$ cat config.mk
export PLATFORM = sky130hd
export DESIGN_NAME = psbc_master
export DESIGN_NICKNAME = d
export VERILOG_FILES = /design/src/design/psbc_pkg.sv /design/src/design/psbc_sync.sv /design/src/design/psbc_master.sv
export VERILOG_INCLUDE_DIRS = /design/src /design/src/design
export SDC_FILE = /design/constraint.sdc
export NUM_CORES = 1
export LEC_CHECK = 0
export ABC_AREA = 0
export BUFFER_PORTS_ARGS = -buffer_cell sky130_fd_sc_hd__buf_2
export CORE_MARGIN = 2
export CORE_UTILIZATION = 40
export CTS_BUF_LIST = sky130_fd_sc_hd__clkbuf_8 sky130_fd_sc_hd__clkbuf_16
export DETAILED_ROUTE_END_ITERATION = 6
export GPL_ROUTABILITY_DRIVEN = 0
export PLACE_DENSITY = 0.68
export SETUP_SLACK_MARGIN = 0.05
export SLEW_MARGIN = 10
export SYNTH_ARGS = -nofsm -noshare
export SYNTH_HDL_FRONTEND = slang
export SYNTH_SLANG_ARGS = --single-unit
export TNS_END_PERCENT = 30
$ cat constraint.sdc
create_clock -name core_clk -period 2.35 [get_ports core_clk]
set_clock_uncertainty 0.2 [all_clocks]
set_input_delay 0.47 -clock core_clk [delete_from_list [all_inputs] [get_ports core_clk]]
set_output_delay 0.47 -clock core_clk [all_outputs]
set_load 0.005 [all_outputs]
$ cat src/design/psbc_regs.svh
// Purpose: constants for the processor-side bus cycle engine
// Assumes: included by design files only
// Notes: widths, opcodes and cycle counts
`ifndef PSBC_REGS_SVH
`define PSBC_REGS_SVH
`define PSBC_ADDR_W 16
`define PSBC_DATA_W 8
`define PSBC_FLOAT_BYTE 8'hff
`define PSBC_CALL_OP 8'hcd
`define PSBC_STROBE_CYC 3'h2
`endif

$ cat src/design/psbc_pkg.sv
// Purpose: types for the processor-side bus cycle engine
// Assumes: nothing
// Notes: cycle kinds and request carrier
package psbc_pkg;
	typedef enum logic [2:0] {
		PSBC_MEM_RD = 3'h0,
		PSBC_MEM_WR = 3'h1,
		PSBC_IO_IN = 3'h2,
		PSBC_IO_OUT = 3'h3,
		PSBC_INTA = 3'h4,
		PSBC_HALT = 3'h5
	} psbc_kind_t;
	typedef struct packed {
		psbc_kind_t kind;
		logic [15:0] addr;
		logic [7:0] wdata;
	} psbc_req_t;
endpackage

$ cat src/design/psbc_sync.sv
// Purpose: three-stage synchroniser with agreement filter
// Assumes: asynchronous input level
// Notes: stage one feeds stage two only
`timescale 1ns/1ns
module psbc_sync (
	// clock and reset
	input wire logic core_clk,
	input wire logic rst,
	// level in and out
	input wire logic din,
	output logic dout
);
	logic s1_r;
	logic s2_r;
	logic s3_r;
	logic dout_r;

	// three stage flops and an output flop; change counts once stages two and three agree
	always_ff @(posedge core_clk or posedge rst) begin
		if (rst) begin
			s1_r <= 1'b0;
			s2_r <= 1'b0;
			s3_r <= 1'b0;
			dout_r <= 1'b0;
		end else begin
			s1_r <= din;
			s2_r <= s1_r;
			s3_r <= s2_r;
			if (s2_r == s3_r) begin
				dout_r <= s3_r;
			end
		end
	end
	assign dout = dout_r;
endmodule

$ cat src/design/psbc_master.sv
// Purpose: processor-side engine for the parallel backplane bus cycles
// Assumes: one clock; boards answer within the strobe window
// Notes: undriven inbound lines read as all ones
`timescale 1ns/1ns
`include "psbc_regs.svh"
module psbc_master (
	// clock and reset
	input wire logic core_clk,
	input wire logic rst,
	// core request side
	input wire logic req_valid,
	input wire psbc_pkg::psbc_req_t req,
	output logic req_ready,
	output logic done,
	output logic [7:0] rdata,
	// interrupt side
	input wire logic int_enable,
	input wire logic [15:0] cur_pc,
	output logic int_taken,
	output logic [15:0] saved_pc,
	// bus pins from boards
	input wire logic [7:0] bus_din,
	input wire logic bus_din_driven,
	input wire logic bus_int_req,
	input wire logic bus_hold_req,
	// bus pins to boards
	output logic [15:0] bus_addr,
	output logic [7:0] bus_dout,
	output logic bus_drv_en,
	output logic bus_dbin,
	output logic bus_wr_n,
	output logic [2:0] bus_kind,
	output logic bus_hlda
);
	// one-hot states: idle, strobing, bus lent out, closing
	typedef enum logic [3:0] {
		ST_IDLE = 4'b0001,
		ST_ACT = 4'b0010,
		ST_HOLD = 4'b0100,
		ST_DONE = 4'b1000
	} psbc_state_t;

	// cycle registers and synchronised pin levels
	psbc_state_t state_r;
	psbc_state_t state_nxt;
	psbc_pkg::psbc_req_t cur_r;
	logic [2:0] cnt_r;
	logic [7:0] rdata_r;
	logic [15:0] addr_r;
	logic [7:0] dout_r;
	logic [15:0] saved_pc_r;
	logic int_taken_r;
	logic int_s;
	logic hold_s;
	logic start;
	logic is_read;
	psbc_pkg::psbc_req_t start_req;

	////////////////////////////////////////////////////////////////////////
	// pin synchronisers
	// interrupt and hold come from other boards, so both are filtered
	psbc_sync u_int_sync (
		.core_clk(core_clk),
		.rst(rst),
		.din(bus_int_req),
		.dout(int_s)
	);
	psbc_sync u_hold_sync (
		.core_clk(core_clk),
		.rst(rst),
		.din(bus_hold_req),
		.dout(hold_s)
	);

	////////////////////////////////////////////////////////////////////////
	// address for a cycle kind
	function automatic logic [15:0] cyc_addr(input psbc_pkg::psbc_req_t r);
		if (r.kind == psbc_pkg::PSBC_IO_IN || r.kind == psbc_pkg::PSBC_IO_OUT) begin
			cyc_addr = {r.addr[7:0], r.addr[7:0]};
		end else begin
			cyc_addr = r.addr;
		end
	endfunction

	// cycle kinds that strobe the inbound path
	function automatic logic kind_reads(input psbc_pkg::psbc_kind_t k);
		kind_reads = (k == psbc_pkg::PSBC_MEM_RD) || (k == psbc_pkg::PSBC_IO_IN) ||
			(k == psbc_pkg::PSBC_INTA);
	endfunction

	////////////////////////////////////////////////////////////////////////
	// start selection: interrupt wins over a fresh request
	// limitation: a request still high after its cycle is taken again; the core drops enable
	always_comb begin
		start_req = req;
		if (int_s && int_enable) begin
			start_req.kind = psbc_pkg::PSBC_INTA;
			start_req.addr = cur_pc;
			start_req.wdata = 8'h00;
		end
	end
	// hold is granted only between cycles, so a cycle never tears
	assign start = (state_r == ST_IDLE) && !hold_s && (req_valid || (int_s && int_enable));
	assign req_ready = (state_r == ST_IDLE) && !hold_s && !(int_s && int_enable);
	assign is_read = kind_reads(cur_r.kind);

	////////////////////////////////////////////////////////////////////////
	// next state
	// the done cycle gives the core one clear edge before the next start
	always_comb begin
		state_nxt = state_r;
		case (state_r)
			ST_IDLE: begin
				if (hold_s) begin
					state_nxt = ST_HOLD;
				end else if (start) begin
					state_nxt = ST_ACT;
				end
			end
			ST_ACT: begin
				if (cnt_r == `PSBC_STROBE_CYC) begin
					state_nxt = ST_DONE;
				end
			end
			ST_HOLD: begin
				if (!hold_s) begin
					state_nxt = ST_IDLE;
				end
			end
			ST_DONE: state_nxt = ST_IDLE;
			default: state_nxt = ST_IDLE;
		endcase
	end

	// state register
	always_ff @(posedge core_clk or posedge rst) begin
		if (rst) begin
			state_r <= ST_IDLE;
		end else begin
			state_r <= state_nxt;
		end
	end

	// strobe-width counter
	// one shared constant sets the window, so capture and strobes stay aligned
	always_ff @(posedge core_clk or posedge rst) begin
		if (rst) begin
			cnt_r <= 3'h0;
		end else if (state_r == ST_ACT) begin
			cnt_r <= cnt_r + 3'h1;
		end else begin
			cnt_r <= 3'h0;
		end
	end

	// latch request and drive address/data for the cycle
	always_ff @(posedge core_clk or posedge rst) begin
		if (rst) begin
			cur_r <= '0;
			addr_r <= 16'h0000;
			dout_r <= 8'h00;
		end else if (start) begin
			cur_r <= start_req;
			addr_r <= cyc_addr(start_req);
			dout_r <= start_req.wdata;
		end
	end

	// capture inbound byte at end of strobe
	always_ff @(posedge core_clk or posedge rst) begin
		if (rst) begin
			rdata_r <= 8'h00;
		end else if (state_r == ST_ACT && cnt_r == `PSBC_STROBE_CYC && is_read) begin
			// undriven lines pull up, so interrupt with no vector gives restart 7
			rdata_r <= bus_din_driven ? bus_din : `PSBC_FLOAT_BYTE;
		end
	end

	// save program location on interrupt acknowledge
	// pc is taken at start, so a pc that moves meanwhile cannot skew it
	always_ff @(posedge core_clk or posedge rst) begin
		if (rst) begin
			saved_pc_r <= 16'h0000;
			int_taken_r <= 1'b0;
		end else begin
			int_taken_r <= 1'b0;
			if (state_r == ST_ACT && cnt_r == `PSBC_STROBE_CYC && cur_r.kind == psbc_pkg::PSBC_INTA) begin
				saved_pc_r <= cur_r.addr;
				int_taken_r <= 1'b1;
			end
		end
	end

	////////////////////////////////////////////////////////////////////////
	// pin outputs; all groups float in hold
	// strobes decode from registers only, so request inputs cannot glitch them
	assign bus_hlda = (state_r == ST_HOLD);
	assign bus_drv_en = (state_r != ST_HOLD);
	assign bus_addr = addr_r;
	assign bus_dout = dout_r;
	assign bus_kind = cur_r.kind;
	assign bus_dbin = (state_r == ST_ACT) && is_read;
	assign bus_wr_n = !((state_r == ST_ACT) && (cur_r.kind == psbc_pkg::PSBC_MEM_WR ||
		cur_r.kind == psbc_pkg::PSBC_IO_OUT));
	assign done = (state_r == ST_DONE);
	assign rdata = rdata_r;
	assign int_taken = int_taken_r;
	assign saved_pc = saved_pc_r;
endmodule

==> results.cfg, run 1 <==
[final_layout]
final_util_pct = 55.2
fin_nets = 456
final_cell_mix = buf_2, dfrtp_1, mux2_2
syn_to_final_growth_pct = 32.9
final_common_cell = buf_2
drive_above_1_share_pct = 57.1
final_cell_count_no_fill = 507
n_fill_cell = 722

[worst_setup_path]
reg2reg_depth = 6
cpMaxStageDelayCell = or4b_4
crit_path_max_fanout = 4
cp_top_family = simple AND/OR/NAND/NOR gates
slowest_delay_ns = 0.57
crit_path_end_kind = primary output
critical_path_required_ns = 1.68
path_buf_inv = 3
criticalPathCategory = reg -> out
r2r_start = state_r[2]$_DFFE_PP0P_
reg2reg_to = rdata[3]$_DFFE_PP0P_
crit_top_cell = buf_6
path_cells = buf_6 > or4b_4 > buf_6 > nor3_2 > buf_2
cp-startpoint = state_r[3]$_DFFE_PP0P_
rrSetupSlack_ns = 0.09
arrival_ns = 1.78
critPathLaunchType = register

[drt]
dr.pass1.iters = 4
drt-total-wl_mm = 8.11
drc = 0
wl_per_cell_um = 16.0
drt_iter0_markers = 132
via_per_inst = 5.09
vias = 2579
ant_nets = 0

[grt]
busiest_layer = met2
use_met3_pct = 3.97
gr-total-overflow = 0
grt_first_pass_wirelength_mm = 13.2
antenna_found_initial = 1
met1_usage_pct = 23.6
grt_max_degree = 76
grt_util_met2_pct = 27.7
track_usage_pct = 17.7
grt_pass1_vias = 2652

[floorplanning]
die_w_um = 96.6
rows = 33
die_h_um = 96.6
start_util_pct = 41.5
core-area_mm2 = 0.00826
ioPinCount = 116
dieArea_mm2 = 0.00933

[power_and_ir_drop]
total_power_mw = 4.26
power_density_mw_per_mm2 = 934
peakVddDrop_uv = 462
leakage_nw = 2.26

[logic_synthesis]
yosys_most_used_dff = dfrtp_1
ys_seq_area_share_pct = 54.7
syn_area_mm2 = 0.00343
synth.net_count = 330
yosysTopAreaCell = dfrtp_1
yosysWarningCount = 0
synthArstFlopShare_pct = 100
synth-edff-count = 0
ys_seq_elements = 75
synth_top_area_share_pct = 54.0
synth.area.top_cells = dfrtp_1, mux2_2, o31ai_1, buf_4, a22o_1
syn_inst = 270
ys_types = 37
synth_area_per_cell_um2 = 12.7

[sta]
grt_setup_unrepaired = yes
worstMarginPinSlew_ns = 0.504
maxSlewViolCount = 0
relSlewSlack_pct = 66.2
hold_viol_final = 0
fin_ws_ns = -0.100
timing.fmax_mhz = 408
period_minus_slack_ns = 2.45
finalCritPeriodShare_pct = 104
setup_viol = 2
finalSetupTns_ns = -0.193
timing.hold.ws_ns = 0.0384

[place]
hpwlAfterDp_mm = 5.72
placedCellCount = 485
io_buffers = 115

[run_status]
status = finished, violations left
violations = negative setup slack

[cts]
h-tree-depth = 3
hold_buffers = 0
clk_path_buf_depth = 2
root_buffer = clkbuf_8
cts_made_buffers = 9
cts.reportedPaths.clkPinSlew_ns = 0.07
cts_tree = done
clk_latency_ns = 0.33
numClockSinks = 75

[hold_path]
hold_path.class = in -> async

[flow_run]
maxCapViolations = 0
==> worst register-to-register path: cells and delay by family (launching register included) <==
kind | cells | cell delay [ns]
simple gates | 1 | 0.55
buf+inv | 3 | 0.48
flops | 1 | 0.38
mux | 1 | 0.34
compound gates | 1 | 0.21
==> synthesized netlist by cell type (all sizes together), types with 8 or more instances <==
cell	n
a211oi	9
a21boi	8
a22o	10
and3	8
buf	18
clkbuf	10
dfrtp	74
mux2	48
nand2b	13
nor3	11
o31ai	16
or2	8
==> state kept, by name, summed over array words and instances, names as in the netlist, 3 cells and up <==
signal    count
bus_addr      8
bus_dout      8
bus_kind      3
cnt_r         3
cur_r        16
rdata         8
saved_pc     16
state_r       4
==> metrics by stage <==
step | area (um2) | setup slack [ns]
global route | 4560 | -0.197
detailed placement | 4180 | 0.0220
global placement | 4180 | 0.0463
finish | 4560 | -0.100
floorplan | 3430 | -0.0225
CTS | 4450 | -0.118
==> worst max-delay path by stage <==
stage | end | slack (ns) | cells past startpoint
after floorplan | cur_r[10]$_DFFE_PP0P_ | -0.02 | 4
after global placement | rdata[5]$_DFFE_PP0P_ | 0.05 | 5
after detailed placement | rdata[5]$_DFFE_PP0P_ | 0.02 | 5
after CTS | req_ready | -0.12 | 5
after global routing | req_ready | -0.20 | 5
final | req_ready | -0.1 | 5
==> kinds of logic (layout without fill, tap and decap cells) <==
logic type	after synthesis	after routing	share of synthesized area, %
AO/OA/AOI/OAI	50	50	11.8
adder cells (fa/ha/maj)	4	4	1.31
XOR/XNOR	2	2	0.511
AND/OR/NAND/NOR	57	57	10.4
flip-flops	75	75	54.7
multiplexers	48	48	15.8
other	0	1	0
buffers and inverters	34	165	5.43
==> where the power goes <==
group          leakage [nW]  switching, mW  internal (mW)
clock                 0.103          0.445          0.510
sequential            0.943          0.238           1.64
combinational          1.21          0.625          0.808
==> what timing repair did <==
item / CTS / global route
gates resized for setup: 10 / 26
endpoints found under the setup margin: 27 / 23
cloned: 0 / 0
pin swaps: 6 / 1
buffers inserted: 5 / 0
==> final cells by class <==
type	count	area, um2	area share, %
clock inverters	6	56.3	1.23
repair buffers	143	832	18.2
inverters	6	26.3	0.576
clock buffers	10	138	3.02
multi-input cells	161	1500	32.8
diodes	1	2.50	0.0549
flip-flops and latches	75	1880	41.2
well taps	105	131	2.88
==> per-layer routing <==
layer | routed length, um | vias up | share of wire [%]
met3 | 401 | 10 | 4.9
met2 | 3870 | 76 | 48
met1 | 3670 | 1268 | 45
li1 | - | 1225 | -
met4 | 169 | 0 | 2.1
met5 | 0 | - | 0
No activity file was read; power rests on OpenSTA's default activity.
==> inputs of run 2 (changes only) <==
Settings changed: TNS_END_PERCENT 30 to not set.
==> run 2 against run 1 <==
Net effect: the flow still finishes with violations (negative setup slack); critical path type unchanged; sequential share of layout area decreased by 1.0 points; sequential power about the same; clock power increased by 13%; highest routed layer unchanged; design area increased by 2.7%; register-to-register slack got worse by 0.09 ns; cell count unchanged; count of clock-buffer cells in the layout unchanged; critical endpoint is now bus_wr_n; combinational power increased by 11%; largest cell class unchanged; die area unchanged; wire length increased by 0.95%; via count decreased by 1.4%.
==> results.cfg, run 2 (synthesis results as in run 1) <==
[worst_setup_path]
rrSetupSlack_ns = 0
cp-startpoint = state_r[2]$_DFFE_PP0P_
crit_path_max_fanout = 5
cpMaxStageDelayCell = or4b_4
reg2reg_to = saved_pc[12]$_DFFE_PP0P_
path_cells = or4b_4 > or3b_4 > buf_6
slowest_delay_ns = 0.53
criticalPathCategory = reg -> out
reg2reg_depth = 6
path_buf_inv = 1
cp_top_family = simple AND/OR/NAND/NOR gates
arrival_ns = 1.81
critPathLaunchType = register
crit_path_end_kind = primary output
r2r_start = state_r[2]$_DFFE_PP0P_
critical_path_required_ns = 1.68

[power_and_ir_drop]
total_power_mw = 4.55
peakVddDrop_uv = 403
power_density_mw_per_mm2 = 971
leakage_nw = 2.29

[drt]
drt-total-wl_mm = 8.19
vias = 2542
drc = 0
dr.pass1.iters = 4
wl_per_cell_um = 16.1
via_per_inst = 5.01
ant_nets = 0
drt_iter0_markers = 118

[floorplanning]
start_util_pct = 41.5
die_w_um = 96.6
dieArea_mm2 = 0.00933
rows = 33
core-area_mm2 = 0.00826
ioPinCount = 116
die_h_um = 96.6

[hold_path]
holdPathStages = 1
hold_path.class = in -> reg
min_to = u_hold_sync.s1_r$_DFF_PP0_
min-delay-start = bus_hold_req

[flow_run]
maxCapViolations = 0

[sta]
hold_viol_final = 0
finalCritPeriodShare_pct = 105
period_minus_slack_ns = 2.48
timing.fmax_mhz = 404
grt_setup_unrepaired = yes
setup_viol = 3
relSlewSlack_pct = 59.6
worstMarginPinSlew_ns = 0.605
maxSlewViolCount = 0
fin_ws_ns = -0.127

[place]
hpwlAfterDp_mm = 5.84
io_buffers = 115
post-place-ws_ns = 0.0126

[cts]
cts_made_buffers = 9
clk_latency_ns = 0.33
numClockSinks = 75
clk_path_buf_depth = 2
root_buffer = clkbuf_8
h-tree-depth = 3
cts_tree = done
cts.reportedPaths.clkPinSlew_ns = 0.08

[final_layout]
final_common_cell = buf_2
antenna_cells = 0
syn_to_final_growth_pct = 36.5
drive_above_1_share_pct = 58.0
fin_nets = 457
final_cell_mix = buf_2, dfrtp_1, mux2_2

[grt]
grt_max_degree = 47
grt_first_pass_wirelength_mm = 13.3
antenna_found_initial = 0
gr-total-overflow = 0
track_usage_pct = 17.6
grt_pass1_vias = 2637

[run_status]
violations = negative setup slack
status = finished, violations left
[run 2: changes by cell type in the layout (fill, tap and decap cells not counted), sizes merged]
cell and change:
bufinv +1, clkinv -1, clkinvlp -1, diode -1, dlygate4sd3 +1, inv +1
[run 2: what timing repair did]
item / 4_1_cts / 5_1_grt
setup buffers: 4 / 1
endpoints found under the hold margin: 16 / 0
setup endpoints to repair: 11 / 62
cloned: 0 / 1
resized for setup: 18 / 28
pin swaps: 5 / 3
hold buffers: 1 / 0
[run 2: final cells by class]
cell class | instances | area (um2)
multi-input cells | 161 | 1560
clock buffers | 10 | 138
well taps | 105 | 131
repair buffers | 144 | 868
clock inverters | 6 | 81.3
fillers | 687 | 3580
inverters | 6 | 26.3
flip-flops and latches | 75 | 1880
[run 2: per-layer routing]
| layer | GRT usage [%] | part of all wire [%] | routed length [um] | vias up |
|---|---|---|---|---|
| li1 | - | - | - | 1222 |
| met1 | 25.0 | 46 | 3790 | 1254 |
| met2 | 27.2 | 48 | 3930 | 57 |
| met3 | 3.25 | 4.1 | 338 | 9 |
| met4 | 6.07 | 1.5 | 120 | 0 |
| met5 | 0 | 0 | 0 | - |
[run 2: power breakdown]
group | internal, mW | switching, mW
sequential | 1.64 | 0.241
clock | 0.620 | 0.461
combinational | 0.904 | 0.682
total | 3.16 | 1.38
[run 2: worst max path at each step]
| stage | endpoint | slack, ns | depth (start not counted) |
|---|---|---|---|
| CTS | bus_wr_n | -0.15 | 3 |
| global placement | rdata[0]$_DFFE_PP0P_ | 0.05 | 5 |
| global route | bus_wr_n | -0.18 | 3 |
| floorplan | bus_dout[0]$_DFFE_PP0P_ | 0.05 | 5 |
| finish | bus_wr_n | -0.13 | 3 |
| detailed placement | rdata[3]$_DFFE_PP0P_ | 0.01 | 5 |
[run 2: through the flow]
step                hold slack [ns]  instances  instance area (um2)  TNS, ns  util, %
floorplan                     0.131        270                 3440        0        -
global placement              0.132        485                 4200        0     50.9
detailed placement            0.135        485                 4200        0     50.9
CTS                          0.0266        506                 4530   -0.568     54.9
global route                 0.0154        507                 4680    -1.32     56.7
finish                       0.0391        507                 4680   -0.256     56.7
==> inputs of run 3 (changes only) <==
Settings changed: ABC_AREA 0 to 1.
==> run 3 against run 2 <==
Net effect: the run now ends clean; die area increased by 1.3%; combinational power decreased by 28%; cell count increased by 25%; design area decreased by 9.0%; non-clock buffer count decreased by 22; clock power increased by 5%; maximum frequency increased by 16%; flip-flop and latch count unchanged; critical endpoint is now req_ready.
==> results.cfg, run 3 <==
[flow_run]
maxCapViolations = 0

[worst_setup_path]
arrival_ns = 1.46
crit_path_max_fanout = 5
critical_path_required_ns = 1.68
reg2reg_depth = 8
critPathLaunchType = register
crit_path_end_kind = primary output
criticalPathCategory = reg -> out

[logic_synthesis]
ys_seq_area_share_pct = 54.0
synth.net_count = 474
post-synth-top-count-cell = nand2_1
ys_seq_elements = 75
yosys_most_used_dff = dfrtp_1
synthArstFlopShare_pct = 100
ys_top_cells_by_count = nand2_1, dfrtp_1, nand3_1, nor2_1, inv_1
synth_area_per_cell_um2 = 8.40
ys_types = 23
synth_top_area_share_pct = 53.3
syn_area_mm2 = 0.00348
yosysWarningCount = 0
syn_inst = 414
yosysTopAreaCell = dfrtp_1
synth-edff-count = 0
synth.area.top_cells = dfrtp_1, nand2_1, o21ai_2, buf_4, buf_6

[sta]
grt_setup_unrepaired = no
hold_viol_final = 0
finalSetupTns_ns = 0
timing.fmax_mhz = 470
timing.hold.ws_ns = 0.0284
relSlewSlack_pct = 65.9
worstMarginPinSlew_ns = 0.510
setup_viol = 0
finalCritPeriodShare_pct = 90.5
period_minus_slack_ns = 2.13
fin_ws_ns = 0.222
maxSlewViolCount = 0

[cts]
clk_latency_ns = 0.34
cts_made_buffers = 9
cts_tree = done
numClockSinks = 75
clk_path_buf_depth = 2
cts_setup_buffers = 0
root_buffer = clkbuf_8
h-tree-depth = 3
cts.reportedPaths.clkPinSlew_ns = 0.08

[grt]
grt_pass1_vias = 2898
gr-total-overflow = 0
track_usage_pct = 17.7
antenna_found_initial = 0
grt_max_degree = 44
grt_first_pass_wirelength_mm = 13.6

[place]
post-place-ws_ns = 0.246
post_dp_cell_area_mm2 = 0.00402
io_buffers = 115
hpwlAfterDp_mm = 6.01

[floorplanning]
rows = 34
ioPinCount = 116
core-area_mm2 = 0.00855
start_util_pct = 40.6
die_w_um = 97.2
die_h_um = 97.2
dieArea_mm2 = 0.00945

[run_status]
status = complete, no violations

[drt]
vias = 2957
drt_iter0_markers = 160
drc = 0
wl_per_cell_um = 12.6
dr.pass1.iters = 4
drt-total-wl_mm = 7.98
via_per_inst = 4.68
ant_nets = 0

[power_and_ir_drop]
leakage_nw = 2.48
peakVddDrop_uv = 456
power_density_mw_per_mm2 = 981

[final_layout]
stdcell_area_mm2 = 0.00426
antenna_cells = 0
fin_nets = 579
drive_above_1_share_pct = 30.7
syn_to_final_growth_pct = 22.5
n_fill_cell = 842
final_common_cell = nand2_1
final_cell_mix = nand2_1, buf_2, dfrtp_1

[hold_path]
holdPathStages = 1
hold_path.class = in -> reg
## run 3: changes by cell type in the layout (fill, tap and decap cells not counted), sizes merged, moves of 16 or more
cell	change
buf	-22
nor2	+18
nand2	+215
mux2	-48
nand3	+22
o31ai	-16
o21ai	+20
## run 3: final timing paths
path	slack [ns]	end	startpoint
worst max register to register	0.52	saved_pc[9]$_DFFE_PP0P_	cnt_r[0]$_DFF_PP0_
max in group asynchronous	0.94	cur_r[19]$_DFFE_PP0P_	rst
worst min register to register	0.15	u_hold_sync.s2_r$_DFF_PP0_	u_hold_sync.s1_r$_DFF_PP0_
min in group asynchronous	0.47	rdata[2]$_DFFE_PP0P_	rst
worst max-delay path	0.22	req_ready	state_r[2]$_DFFE_PP0P_
worst min-delay path	0.03	u_int_sync.s1_r$_DFF_PP0_	bus_int_req
## run 3: layout make-up
type	count	area, um2	area share [%]
multi-input cells	295	1310	30.7
clock inverters	6	95.1	2.23
well taps	108	135	3.17
inverters	16	63.8	1.50
flip-flops and latches	75	1880	44.1
clock buffers	10	138	3.23
repair buffers	122	643	15.1
## run 3: layer usage
| layer | up-vias | global-route usage [%] | wire, um | share of wire (%) |
|---|---|---|---|---|
| met5 | - | 0 | 0 | 0 |
| met4 | 0 | 5.45 | 87 | 1.1 |
| met3 | 10 | 5.18 | 561 | 7.0 |
| met2 | 86 | 29.0 | 3790 | 48 |
| met1 | 1375 | 22.9 | 3540 | 44 |
| li1 | 1486 | - | - | - |
## run 3: power breakdown
part | internal, mW | switching (mW)
clock | 0.638 | 0.488
combinational | 0.487 | 0.665
sequential | 1.64 | 0.262
## run 3: critical path, stage by stage, from the launching register on
cell and delay (ns):
dfrtp_1 0.44, nor2_2 0.20, nand4_1 0.19, nor2_1 0.17, buf_2 0.13
## run 3: kinds of logic (layout without fill, tap and decap cells)
kind of cell               Yosys count  after routing  share of synthesized area [%]
AOI/OAI and AO/OA                   22             22                           4.57
xor gates and xnor gates             1              1                          0.252
buffers and inverters               44            154                           8.39
and+or+nand+nor                    268            268                           31.5
adders and majority gates            4              4                           1.30
DFF                                 75             75                           54.0
## run 3: repair_timing
item                      CTS  global route
resized for setup           0             0
hold buffers                1             0
hold endpoints to repair   15             0
## run 3: metrics by stage
step / util (%) / power, mW / instances
3_5_place_dp: 47.0 / 3.09 / 615
3_3_place_gp: 47.0 / 3.05 / 615
2_1_floorplan: - / 2.74 / 414
6_report: 49.8 / 4.18 / 632
5_1_grt: 49.8 / 4.51 / 632
4_1_cts: 49.8 / 4.24 / 632
